--- config.mk ---
export PLATFORM = sky130hd
export DESIGN_NAME = adcsq_top
export DESIGN_NICKNAME = d
export VERILOG_FILES = /design/src/verilog/adcsq_pkg.sv /design/src/verilog/adcsq_prescale.sv /design/src/verilog/adcsq_top.sv
export VERILOG_INCLUDE_DIRS = /design/src /design/src/verilog
export SDC_FILE = /design/constraint.sdc
export NUM_CORES = 1
export LEC_CHECK = 0
export ABC_CLOCK_PERIOD_IN_PS = 3500
export BUFFER_PORTS_ARGS = -buffer_cell sky130_fd_sc_hd__buf_4
export CORE_MARGIN = 3
export CORE_UTILIZATION = 26
export CTS_CLUSTER_SIZE = 30
export DETAILED_ROUTE_END_ITERATION = 16
export GPL_ROUTABILITY_DRIVEN = 1
export PLACE_DENSITY_LB_ADDON = 0.2
export SLEW_MARGIN = 10
export SYNTH_ARGS = -nofsm -noshare
export SYNTH_HDL_FRONTEND = slang
export SYNTH_SLANG_ARGS = --single-unit
--- constraint.sdc ---
create_clock -name I_CORE_CLK -period 3.5 [get_ports I_CORE_CLK]
set_input_delay 0.525 -clock I_CORE_CLK [delete_from_list [all_inputs] [get_ports I_CORE_CLK]]
set_output_delay 0.525 -clock I_CORE_CLK [all_outputs]
set_load 0.05 [all_outputs]
--- src/verilog/adcsq_map.svh ---
// Purpose: Offsets, field positions, reset values and timing counts of the converter sequencer.
// Assumes: AHB-Lite register slave with one 32-bit aligned word per register.
// Notes: Definitions only.
`ifndef ADCSQ_MAP_SVH
`define ADCSQ_MAP_SVH
// ----------------------------------------------------------------------------
// Register byte offsets
// ----------------------------------------------------------------------------
`define ADCSQ_CTRL_OFS 12'h000
`define ADCSQ_CFG_OFS 12'h004
`define ADCSQ_RESH_OFS 12'h008
`define ADCSQ_RESL_OFS 12'h00c
`define ADCSQ_STAT_OFS 12'h010
`define ADCSQ_PORT_OFS 12'h014
// ----------------------------------------------------------------------------
// Field positions
// ----------------------------------------------------------------------------
`define ADCSQ_CTRL_ON_BIT 0
`define ADCSQ_CTRL_GO_BIT 2
`define ADCSQ_CTRL_CHS_LSB 3
`define ADCSQ_CTRL_CS_LSB 6
`define ADCSQ_CFG_PCFG_LSB 0
`define ADCSQ_CFG_CS2_BIT 6
`define ADCSQ_CFG_JUST_BIT 7
`define ADCSQ_STAT_DONE_BIT 0
`define ADCSQ_STAT_BUSY_BIT 1
// ----------------------------------------------------------------------------
// Reset values and timing counts
// ----------------------------------------------------------------------------
`define ADCSQ_CTRL_RST 8'h00
`define ADCSQ_CFG_RST 8'h00
`define ADCSQ_CONV_TADS 4'hc
`define ADCSQ_WAIT_TADS 4'h2
`define ADCSQ_CLEAR_DONE 32'h0000_0001
`endif

--- src/verilog/adcsq_pkg.sv ---
// Purpose: Types of the converter sequencer.
// Assumes: Constants live in adcsq_map.svh.
// Notes: One-hot sequencer states.
package adcsq_pkg;
  typedef enum logic [3:0] {
    ADCSQ_IDLE = 4'b0001,
    ADCSQ_CONV = 4'b0010,
    ADCSQ_WAIT = 4'b0100,
    ADCSQ_ACQ = 4'b1000
  } adcsq_state_t;
endpackage

--- src/verilog/adcsq_prescale.sv ---
// Purpose: Bit-period enable generator for the converter.
// Assumes: One core clock; RC source arrives as a synchronous tick input.
// Notes: Restarts on demand so a divided bit period always begins whole; the RC tick passes straight through.
`timescale 1ns/100ps
`default_nettype none
module adcsq_prescale
  import adcsq_pkg::*;
#(
  parameter int CNT_W = 6
) (
  // Clock and reset
  input wire logic i_clk,
  input wire logic i_rst,
  // Control
  input wire logic [2:0] i_sel,
  input wire logic i_restart,
  input wire logic i_rc_tick,
  // Output
  output logic o_tick
);
  typedef struct packed {
    logic [CNT_W-1:0] cnt;
    logic [2:0] sel;
  } adcsq_pre_t;
  adcsq_pre_t st;
  adcsq_pre_t next_st;
  logic [CNT_W-1:0] limit;
  if (CNT_W < 6) begin : g_bad_width
    $error("adcsq_prescale needs at least 6 counter bits");
  end
  always_comb begin
    case (i_sel)
      3'h0: limit = CNT_W'(1);
      3'h4: limit = CNT_W'(3);
      3'h1: limit = CNT_W'(7);
      3'h5: limit = CNT_W'(15);
      3'h2: limit = CNT_W'(31);
      3'h6: limit = CNT_W'(63);
      default: limit = '0;
    endcase
  end
  // Changing the selection mid-period restarts the count.
  wire logic restart = i_restart || (i_sel != st.sel);
  always_comb begin
    next_st = st;
    next_st.sel = i_sel;
    if (restart || st.cnt == limit) begin
      next_st.cnt = '0;
    end else begin
      next_st.cnt = st.cnt + CNT_W'(1);
    end
  end
  always_ff @(posedge i_clk) begin
    if (i_rst) begin
      st <= '0;
    end else begin
      st <= next_st;
    end
  end
  assign o_tick = (i_sel == 3'h3) ? i_rc_tick : (!restart && st.cnt == limit);
  a_tick_spacing: assert property (@(posedge i_clk) disable iff (i_rst)
    (o_tick && i_sel == 3'h0 && $stable(i_sel) && !i_restart) ##1
    (!i_restart && i_sel == 3'h0) |-> !o_tick)
    else $error("two-period tick repeated too soon");
endmodule
`default_nettype wire

--- src/verilog/adcsq_top.sv ---
// Purpose: Converter sequencer: bit-period clocking, conversion, abort, result and trigger.
// Assumes: AHB-Lite single word transfers; SAR core supplies the 10-bit sample at the end.
// Notes: Zero wait-state slave; result registers are plain storage while the converter is off.
`timescale 1ns/100ps
`default_nettype none
`include "adcsq_map.svh"
module adcsq_top
  import adcsq_pkg::*;
#(
  parameter int PIN_N = 8
) (
  // Clock and reset
  input wire logic I_CORE_CLK,
  input wire logic I_SYS_RST,
  // AHB-Lite slave
  input wire logic I_HSEL,
  input wire logic [11:0] I_HADDR,
  input wire logic [1:0] I_HTRANS,
  input wire logic I_HWRITE,
  input wire logic [2:0] I_HSIZE,
  input wire logic [31:0] I_HWDATA,
  input wire logic I_HREADY,
  output logic [31:0] O_HRDATA,
  output logic O_HREADYOUT,
  output logic O_HRESP,
  // Converter core
  input wire logic [9:0] I_SAR_RESULT,
  input wire logic I_RC_TICK,
  output logic O_SAMPLE_EN,
  output logic O_CONV_ACTIVE,
  output logic [2:0] O_CHANNEL_SELECT,
  // Port pins and trigger
  input wire logic [PIN_N-1:0] I_PIN_LEVEL,
  input wire logic [PIN_N-1:0] I_PIN_IS_ANALOG,
  input wire logic [3:0] I_ENH_CAPTURE_MODE_FIELD,
  input wire logic I_SPECIAL_EVENT,
  output logic O_TIMER_CLEAR,
  // Status
  output logic O_CONV_DONE_FLAG
);
  if (PIN_N < 1 || PIN_N > 32) begin : g_bad_pins
    $error("adcsq_top supports 1 to 32 port pins");
  end
  typedef struct packed {
    adcsq_state_t state;
    logic [3:0] tads;
    logic converter_on;
    logic go;
    logic [2:0] channel_select;
    logic [2:0] conv_clock_select;
    logic result_justify_select;
    logic [3:0] pcfg;
    logic [7:0] result_high_byte;
    logic [7:0] result_low_byte;
    logic conv_done_flag;
    logic dph_write;
    logic [11:0] dph_addr;
    logic [31:0] rdata;
    logic timer_clear;
  } adcsq_top_t;
  adcsq_top_t st;
  adcsq_top_t next_st;
  logic tick;
  logic pre_restart;
  logic [15:0] just;
  logic [31:0] port_rd;
  logic [31:0] rd_mux;
  logic [PIN_N-1:0] port_bits;
  // --------------------------------------------------------------------------
  // Bit-period prescaler
  // --------------------------------------------------------------------------
  adcsq_prescale #(.CNT_W(6)) u_pre (
    .i_clk(I_CORE_CLK),
    .i_rst(I_SYS_RST),
    .i_sel(st.conv_clock_select),
    .i_restart(pre_restart),
    .i_rc_tick(I_RC_TICK),
    .o_tick(tick)
  );
  // --------------------------------------------------------------------------
  // Port read-back and justification
  // --------------------------------------------------------------------------
  genvar g;
  generate
    for (g = 0; g < PIN_N; g++) begin : g_pin
      assign port_bits[g] = I_PIN_IS_ANALOG[g] ? 1'b0 : I_PIN_LEVEL[g];
    end
  endgenerate
  assign port_rd = 32'(port_bits);
  assign just = st.result_justify_select ? {6'h00, I_SAR_RESULT} : {I_SAR_RESULT, 6'h00};
  wire logic addr_ph = I_HSEL && I_HREADY && I_HTRANS[1];
  wire logic wr_ctrl = st.dph_write && st.dph_addr == `ADCSQ_CTRL_OFS;
  wire logic sw_go_set = wr_ctrl && I_HWDATA[`ADCSQ_CTRL_GO_BIT];
  wire logic trig_hit = I_SPECIAL_EVENT && I_ENH_CAPTURE_MODE_FIELD == 4'hb;
  wire logic conv_end = st.state == ADCSQ_CONV && tick && st.tads == `ADCSQ_CONV_TADS - 4'h1;
  // --------------------------------------------------------------------------
  // Sequencer and registers
  // --------------------------------------------------------------------------
  always_comb begin
    next_st = st;
    next_st.dph_write = addr_ph && I_HWRITE;
    next_st.dph_addr = addr_ph ? I_HADDR : 12'h0;
    rd_mux = 32'h0;
    next_st.timer_clear = trig_hit;
    pre_restart = 1'b0;
    if (st.dph_write) begin
      case (st.dph_addr)
        `ADCSQ_CTRL_OFS: begin
          next_st.converter_on = I_HWDATA[`ADCSQ_CTRL_ON_BIT];
          next_st.go = I_HWDATA[`ADCSQ_CTRL_GO_BIT];
          next_st.channel_select = I_HWDATA[`ADCSQ_CTRL_CHS_LSB +: 3];
          next_st.conv_clock_select[1:0] = I_HWDATA[`ADCSQ_CTRL_CS_LSB +: 2];
        end
        `ADCSQ_CFG_OFS: begin
          next_st.pcfg = I_HWDATA[`ADCSQ_CFG_PCFG_LSB +: 4];
          next_st.conv_clock_select[2] = I_HWDATA[`ADCSQ_CFG_CS2_BIT];
          next_st.result_justify_select = I_HWDATA[`ADCSQ_CFG_JUST_BIT];
        end
        `ADCSQ_RESH_OFS: next_st.result_high_byte = I_HWDATA[7:0];
        `ADCSQ_RESL_OFS: next_st.result_low_byte = I_HWDATA[7:0];
        `ADCSQ_STAT_OFS: begin
          if (I_HWDATA[`ADCSQ_STAT_DONE_BIT]) next_st.conv_done_flag = 1'b0;
        end
        default: next_st.conv_done_flag = st.conv_done_flag;
      endcase
    end
    if (!next_st.converter_on) next_st.go = 1'b0;
    if (trig_hit && next_st.converter_on) next_st.go = 1'b1;
    case (st.state)
      ADCSQ_IDLE, ADCSQ_ACQ: begin
        if (next_st.go && st.converter_on) begin
          next_st.state = ADCSQ_CONV;
          next_st.tads = 4'h0;
          pre_restart = 1'b1;
        end else if (st.state == ADCSQ_ACQ && !next_st.converter_on) begin
          next_st.state = ADCSQ_IDLE;
        end
      end
      ADCSQ_CONV: begin
        if (!next_st.go) begin
          next_st.state = ADCSQ_WAIT;
          next_st.tads = 4'h0;
          pre_restart = 1'b1;
        end else if (tick) begin
          next_st.tads = st.tads + 4'h1;
          if (conv_end) begin
            next_st.result_high_byte = just[15:8];
            next_st.result_low_byte = just[7:0];
            next_st.go = 1'b0;
            next_st.state = ADCSQ_WAIT;
            next_st.tads = 4'h0;
          end
        end
      end
      ADCSQ_WAIT: begin
        if (tick) begin
          next_st.tads = st.tads + 4'h1;
          if (st.tads == `ADCSQ_WAIT_TADS - 4'h1) begin
            next_st.state = ADCSQ_ACQ;
            next_st.tads = 4'h0;
          end
        end
      end
      default: next_st.state = ADCSQ_IDLE;
    endcase
    // Completion sets the flag after any clear in the same cycle.
    if (conv_end && next_st.go == 1'b0 && st.go) next_st.conv_done_flag = 1'b1;
    // Read data is taken at the address phase from the values this edge commits,
    // so it stands through the data phase and a read behind a write sees the write.
    case (I_HADDR)
      `ADCSQ_CTRL_OFS: begin
        rd_mux = {24'h0, next_st.conv_clock_select[1:0], next_st.channel_select,
                  next_st.go, 1'b0, next_st.converter_on};
      end
      `ADCSQ_CFG_OFS: begin
        rd_mux = {24'h0, next_st.result_justify_select, next_st.conv_clock_select[2],
                  2'b00, next_st.pcfg};
      end
      `ADCSQ_RESH_OFS: rd_mux = {24'h0, next_st.result_high_byte};
      `ADCSQ_RESL_OFS: rd_mux = {24'h0, next_st.result_low_byte};
      `ADCSQ_STAT_OFS: rd_mux = {30'h0, next_st.state != ADCSQ_IDLE, next_st.conv_done_flag};
      `ADCSQ_PORT_OFS: rd_mux = port_rd;
      default: rd_mux = 32'h0;
    endcase
    if (addr_ph && !I_HWRITE) next_st.rdata = rd_mux;
  end
  always_ff @(posedge I_CORE_CLK) begin
    if (I_SYS_RST) begin
      // Result bytes clear too: stale data never leaks out of reset.
      st <= '0;
      st.state <= ADCSQ_IDLE;
    end else begin
      st <= next_st;
    end
  end
  // --------------------------------------------------------------------------
  // Outputs
  // --------------------------------------------------------------------------
  assign O_HREADYOUT = 1'b1;
  assign O_HRESP = 1'b0;
  assign O_HRDATA = st.rdata;
  assign O_SAMPLE_EN = st.state == ADCSQ_ACQ;
  assign O_CONV_ACTIVE = st.state == ADCSQ_CONV;
  assign O_CHANNEL_SELECT = st.channel_select;
  assign O_TIMER_CLEAR = st.timer_clear;
  assign O_CONV_DONE_FLAG = st.conv_done_flag;
  // --------------------------------------------------------------------------
  // Checks
  // --------------------------------------------------------------------------
  a_abort_keeps: assert property (@(posedge I_CORE_CLK) disable iff (I_SYS_RST)
    (st.state == ADCSQ_CONV && !conv_end && next_st.state == ADCSQ_WAIT) |=>
    $stable(st.result_high_byte) && $stable(st.result_low_byte))
    else $error("abort changed the result");
  a_done_clears: assert property (@(posedge I_CORE_CLK) disable iff (I_SYS_RST)
    conv_end |=> !st.go && st.conv_done_flag && st.state == ADCSQ_WAIT)
    else $error("completion did not clear go and set the flag");
  a_trig_timer: assert property (@(posedge I_CORE_CLK) disable iff (I_SYS_RST)
    trig_hit |=> O_TIMER_CLEAR)
    else $error("trigger did not clear the timer");
  a_trig_off: assert property (@(posedge I_CORE_CLK) disable iff (I_SYS_RST)
    (trig_hit && !st.converter_on && !st.dph_write) |=> !st.go)
    else $error("trigger started a disabled converter");
  a_trig_on: assert property (@(posedge I_CORE_CLK) disable iff (I_SYS_RST)
    (trig_hit && st.converter_on && !st.dph_write) |=> st.go)
    else $error("trigger failed to set go");
  a_abort_wait: assert property (@(posedge I_CORE_CLK) disable iff (I_SYS_RST)
    (st.state == ADCSQ_CONV && !next_st.go) |=> st.state == ADCSQ_WAIT && st.tads == 4'h0)
    else $error("abort did not enter the wait");
  a_wait_len: assert property (@(posedge I_CORE_CLK) disable iff (I_SYS_RST)
    (st.state == ADCSQ_WAIT && tick && st.tads == 4'h1) |=> st.state == ADCSQ_ACQ)
    else $error("wait did not end after two bit periods");
  a_conv_len: assert property (@(posedge I_CORE_CLK) disable iff (I_SYS_RST)
    (st.state == ADCSQ_CONV && $past(st.state) != ADCSQ_CONV) |-> st.tads == 4'h0)
    else $error("conversion did not start at bit zero");
  a_port_zero: assert property (@(posedge I_CORE_CLK) disable iff (I_SYS_RST)
    (port_rd[PIN_N-1:0] & I_PIN_IS_ANALOG) == '0)
    else $error("analogue pin read as one");
  a_right_just: assert property (@(posedge I_CORE_CLK) disable iff (I_SYS_RST)
    (conv_end && st.result_justify_select) |=> st.result_high_byte[7:2] == 6'h00)
    else $error("right justify left upper bits set");
  a_left_just: assert property (@(posedge I_CORE_CLK) disable iff (I_SYS_RST)
    (conv_end && !st.result_justify_select) |=> st.result_low_byte[5:0] == 6'h00)
    else $error("left justify left lower bits set");
  a_result_load: assert property (@(posedge I_CORE_CLK) disable iff (I_SYS_RST)
    conv_end |=> {st.result_high_byte, st.result_low_byte} == $past(just))
    else $error("completion did not load the sample");
  // Reset itself is the trigger here, so this one has no disable clause.
  a_reset_idle: assert property (@(posedge I_CORE_CLK)
    I_SYS_RST |=> st.state == ADCSQ_IDLE && !st.converter_on && !st.go)
    else $error("reset did not stop the converter");
  a_off_no_go: assert property (@(posedge I_CORE_CLK) disable iff (I_SYS_RST)
    !st.converter_on |-> !st.go)
    else $error("go set while converter off");
  a_conv_bound: assert property (@(posedge I_CORE_CLK) disable iff (I_SYS_RST)
    st.state == ADCSQ_CONV |-> st.tads < `ADCSQ_CONV_TADS)
    else $error("conversion ran past twelve bit periods");
  a_sw_go: assert property (@(posedge I_CORE_CLK) disable iff (I_SYS_RST)
    (sw_go_set && wr_ctrl && I_HWDATA[`ADCSQ_CTRL_ON_BIT] && st.converter_on &&
     (st.state == ADCSQ_IDLE || st.state == ADCSQ_ACQ)) |=> st.state == ADCSQ_CONV)
    else $error("software go did not start a conversion");
  a_holdoff_src: assert property (@(posedge I_CORE_CLK) disable iff (I_SYS_RST)
    $rose(O_SAMPLE_EN) |-> $past(st.state) == ADCSQ_WAIT)
    else $error("acquisition started without the wait");
  a_timer_pulse: assert property (@(posedge I_CORE_CLK) disable iff (I_SYS_RST)
    O_TIMER_CLEAR |-> $past(trig_hit))
    else $error("timer clear without a trigger");
  a_res_write: assert property (@(posedge I_CORE_CLK) disable iff (I_SYS_RST)
    (st.dph_write && st.dph_addr == `ADCSQ_RESH_OFS && st.state != ADCSQ_CONV) |=>
    st.result_high_byte == $past(I_HWDATA[7:0]))
    else $error("result byte write lost");
  a_done_sticky: assert property (@(posedge I_CORE_CLK) disable iff (I_SYS_RST)
    (st.conv_done_flag && !(st.dph_write && st.dph_addr == `ADCSQ_STAT_OFS)) |=>
    st.conv_done_flag)
    else $error("done flag dropped without a clear");
  a_abort_no_flag: assert property (@(posedge I_CORE_CLK) disable iff (I_SYS_RST)
    (st.state == ADCSQ_CONV && !conv_end && next_st.state == ADCSQ_WAIT &&
     !st.conv_done_flag) |=> !st.conv_done_flag)
    else $error("abort set the done flag");
endmodule
`default_nettype wire

==> impl_metrics.toml <==
[detailed_routing]
wl_per_cell_um = 16.6
dr_wl_met2_mm = 6.42
vias = 3829
via_per_inst = 4.83
route.met3.wl_um = 687
wl_mm = 13.1
firstDrtPassIters = 5
first_iter_violations = 205
ant_nets = 0
highest_layer = "met4"
m1WireLength_mm = 5.80
drcViolationCount = 0

[yosys]
ys_async_sr_fraction_pct = 0
synth.avg_cell_area_sq_um = 8.24
synth_top_area_share_pct = 32.2
synth.area.top_cells = "dfxtp_1 (32%), mux2i_1 (6.8%), buf_4 (6.7%)"
synthDistinctLibCells = 69
netlist_area_sq_mm = 0.00429
synth_top_flop_cell = "dfxtp_1"
synthCells = 520
yosysSeqAreaShare_pct = 32.2
yosys.area.top_type = "dfxtp_1"
synth_warnings = 0
yosys_register_bits = 69
synth_edf_count = 0

[final_layout]
synthToLayoutAreaGrowth_pct = 20.4
drive_above_1_share_pct = 21.3
fillerInstances = 1748
instances_no_fill = 793
diodes = 0
final_nets = 661

[sta]
finalCriticalPeriod_ns = 3.10
setup_viol = 0
tns_ns = 0
hold_ws_ns = 0.405
slew-limit-headroom_pct = 35.3
clock_skew_ns = 0.00471
timing.final.crit_share_pct = 88.6
rsz0062_at_grt = "false"
setup_ws_ns = 0.400
hold_viol = 0
tightest_slew_ns = 0.970
finalMaxSlewViolations = 0
max_freq_ghz = 0.323

[die]
die_w_um = 134
start_util_pct = 26.8
boundaryPins = 127
rows = 46
core_area_sq_mm = 0.0160
die_area_sq_mm = 0.0181
chipHeight_um = 134

[worst_setup_path]
cpPeakStageDelay_ns = 0.47
path_cells = "nor3_1 > and4_1 > nor2_1 > o2111a_1 > or2_2 > a21oi_2 > a211oi_1 > o31a_1"
path_class = "flip-flop to flip-flop"
slowest_stage = "and4_1"
cp_num_buf_inv = 0
end_kind = "flip-flop"
required_ns = 3.72
worstSetupStartpointType = "flip-flop"
worstPathArrival_ns = 3.32
crit_family = "simple AND/OR/NAND/NOR gates"
cp_max_fo = 9

[clock_tree]
cts.sinks = 69
clk_latency_ns = 0.33
cts_resized = 0
tritoncts = "built"
cts_htree_levels = 3
cts_setup_buffers = 0
clk_pin_slew_ns = 0.06
ctsLongestPathBuffers = 2
cts_buffers = 9
postCtsHoldBufs = 0
root_buffer = "clkbuf_16"

[min_path]
hold_path.class = "input pin to flip-flop"

[power]
p_per_area_mw_per_mm2 = 378
finalPower_uw = 1950
leakagePower_uw = 0.00199
peakVddDrop_mv = 0.232

[global_route]
grt_overflow = 0
grt_pass1_wl_mm = 20.5
track_usage_pct = 14.6
grt_antenna_before_repair = 0
grt_max_degree = 52
grt_pass1_vias = 3776

[placed_design]
gp_congestion = 0.804
dp.cells = 777
pre_cts_slack_ns = 0.339
post-dp-hpwl_mm = 9.83
io_buffers = 72

[status]
status = "complete, no violations"

[run]
max_cap_viol_count = 0
[worst paths after layout]
path | slack, ns | cells past startpoint | startpoint | to
worst max-delay path | 0.40 | 8 | st[38]$_SDFF_PP0_ | O_HRDATA[6]$_SDFFE_PP0P_
worst min-delay path | 0.41 | 2 | I_HADDR[0] | st[33]$_SDFF_PP0_
worst max register to register | 0.40 | 8 | st[38]$_SDFF_PP0_ | O_HRDATA[6]$_SDFFE_PP0P_
worst min register to register | 0.49 | 2 | st[74]$_SDFF_PP0_ | O_CONV_DONE_FLAG$_SDFF_PP0_
[routing by layer]
layer | GRT usage (%) | vias up
li1 | - | 1909
met3 | 2.70 | 15
met4 | 4.75 | 0
met5 | 0 | -
met1 | 18.6 | 1806
met2 | 24.9 | 99
[placed cells by master, fill, tap and decap left out, types with 4 or more instances in the layout]
cell type | synthesis | layout
a211o_1 | 4 | 4
a211oi_1 | 10 | 10
a21o_1 | 13 | 13
a21oi_1 | 22 | 22
a22oi_1 | 4 | 4
a31oi_1 | 9 | 9
and2_1 | 17 | 17
and3_1 | 6 | 6
and4b_1 | 4 | 4
buf_4 | 38 | 83
clkbuf_16 | 0 | 9
clkbuf_8 | 0 | 4
conb_1 | 2 | 26
dfxtp_1 | 69 | 69
inv_1 | 12 | 12
mux2_2 | 8 | 8
mux2i_1 | 29 | 29
nand2_1 | 33 | 33
nand2b_1 | 7 | 7
nand3_1 | 24 | 24
nand3b_1 | 6 | 6
nand4b_1 | 4 | 4
nor2_1 | 51 | 51
nor2b_1 | 8 | 8
nor3_1 | 7 | 7
o211ai_1 | 4 | 4
o21ai_0 | 20 | 20
or3_1 | 7 | 7
xnor2_1 | 7 | 7
[layout make-up]
class | instances | area (sq um) | area share [%]
tap | 216 | 270 | 5.24
sequential | 69 | 1380 | 26.8
timing repair buffer | 83 | 623 | 12.1
clock buffer | 16 | 292 | 5.65
inverter | 12 | 45.0 | 0.873
multi-input combinational | 397 | 2550 | 49.4
[cells in the mapped netlist (6+ instances only)]
cell / instances
a211oi_1: 10
a21o_1: 13
a21oi_1: 22
a31oi_1: 9
and2_1: 17
and3_1: 6
buf_2: 10
buf_4: 38
clkbuf_1: 17
dfxtp_1: 69
inv_1: 12
mux2_2: 8
mux2i_1: 29
nand2_1: 33
nand2b_1: 7
nand3_1: 24
nand3b_1: 6
nor2_1: 51
nor2b_1: 8
nor3_1: 7
o21ai_0: 20
or3_1: 7
xnor2_1: 7
[cell families after synthesis]
logic type / Yosys count / share of synthesized area (%)
mux: 37 / 8.88
other cells: 2 / 0.175
flops: 69 / 32.2
fa+ha+maj: 3 / 0.876
buf+inv: 78 / 10.5
simple gates: 203 / 26.3
xor+xnor: 10 / 2.04
compound gates: 118 / 19.0
[report_power, final]
| part | leakage, uW | switching (uW) | internal, uW |
|---|---|---|---|
| combinational | 0.00129 | 170 | 86.2 |
| sequential | 0.000557 | 12.1 | 795 |
| clock | 0.000143 | 330 | 558 |
| total | 0.00199 | 512 | 1440 |
[worst register-to-register path, stage by stage, from the launching register on]
cell,delay [ns]
dfxtp_1,0.31
nor3_1,0.42
and4_1,0.47
nor2_1,0.12
o2111a_1,0.34
or2_2,0.44
a21oi_2,0.43
a211oi_1,0.18
o31a_1,0.31
[state kept, by name, summed over array words and instances (netlist names)]
register and flops:
st 47, O_CONV_DONE_FLAG 1, O_TIMER_CLEAR 1, O_HRDATA 8, O_CHANNEL_SELECT 3, u_pre.st 9
[metrics by stage]
step	area, sq um	util [%]
after floorplan	4380	-
after global placement	4870	30.4
after detailed placement	4870	30.4
after CTS	5160	32.2
after global routing	5160	32.2
final	5160	32.2
(Power assumes the default switching activity.)
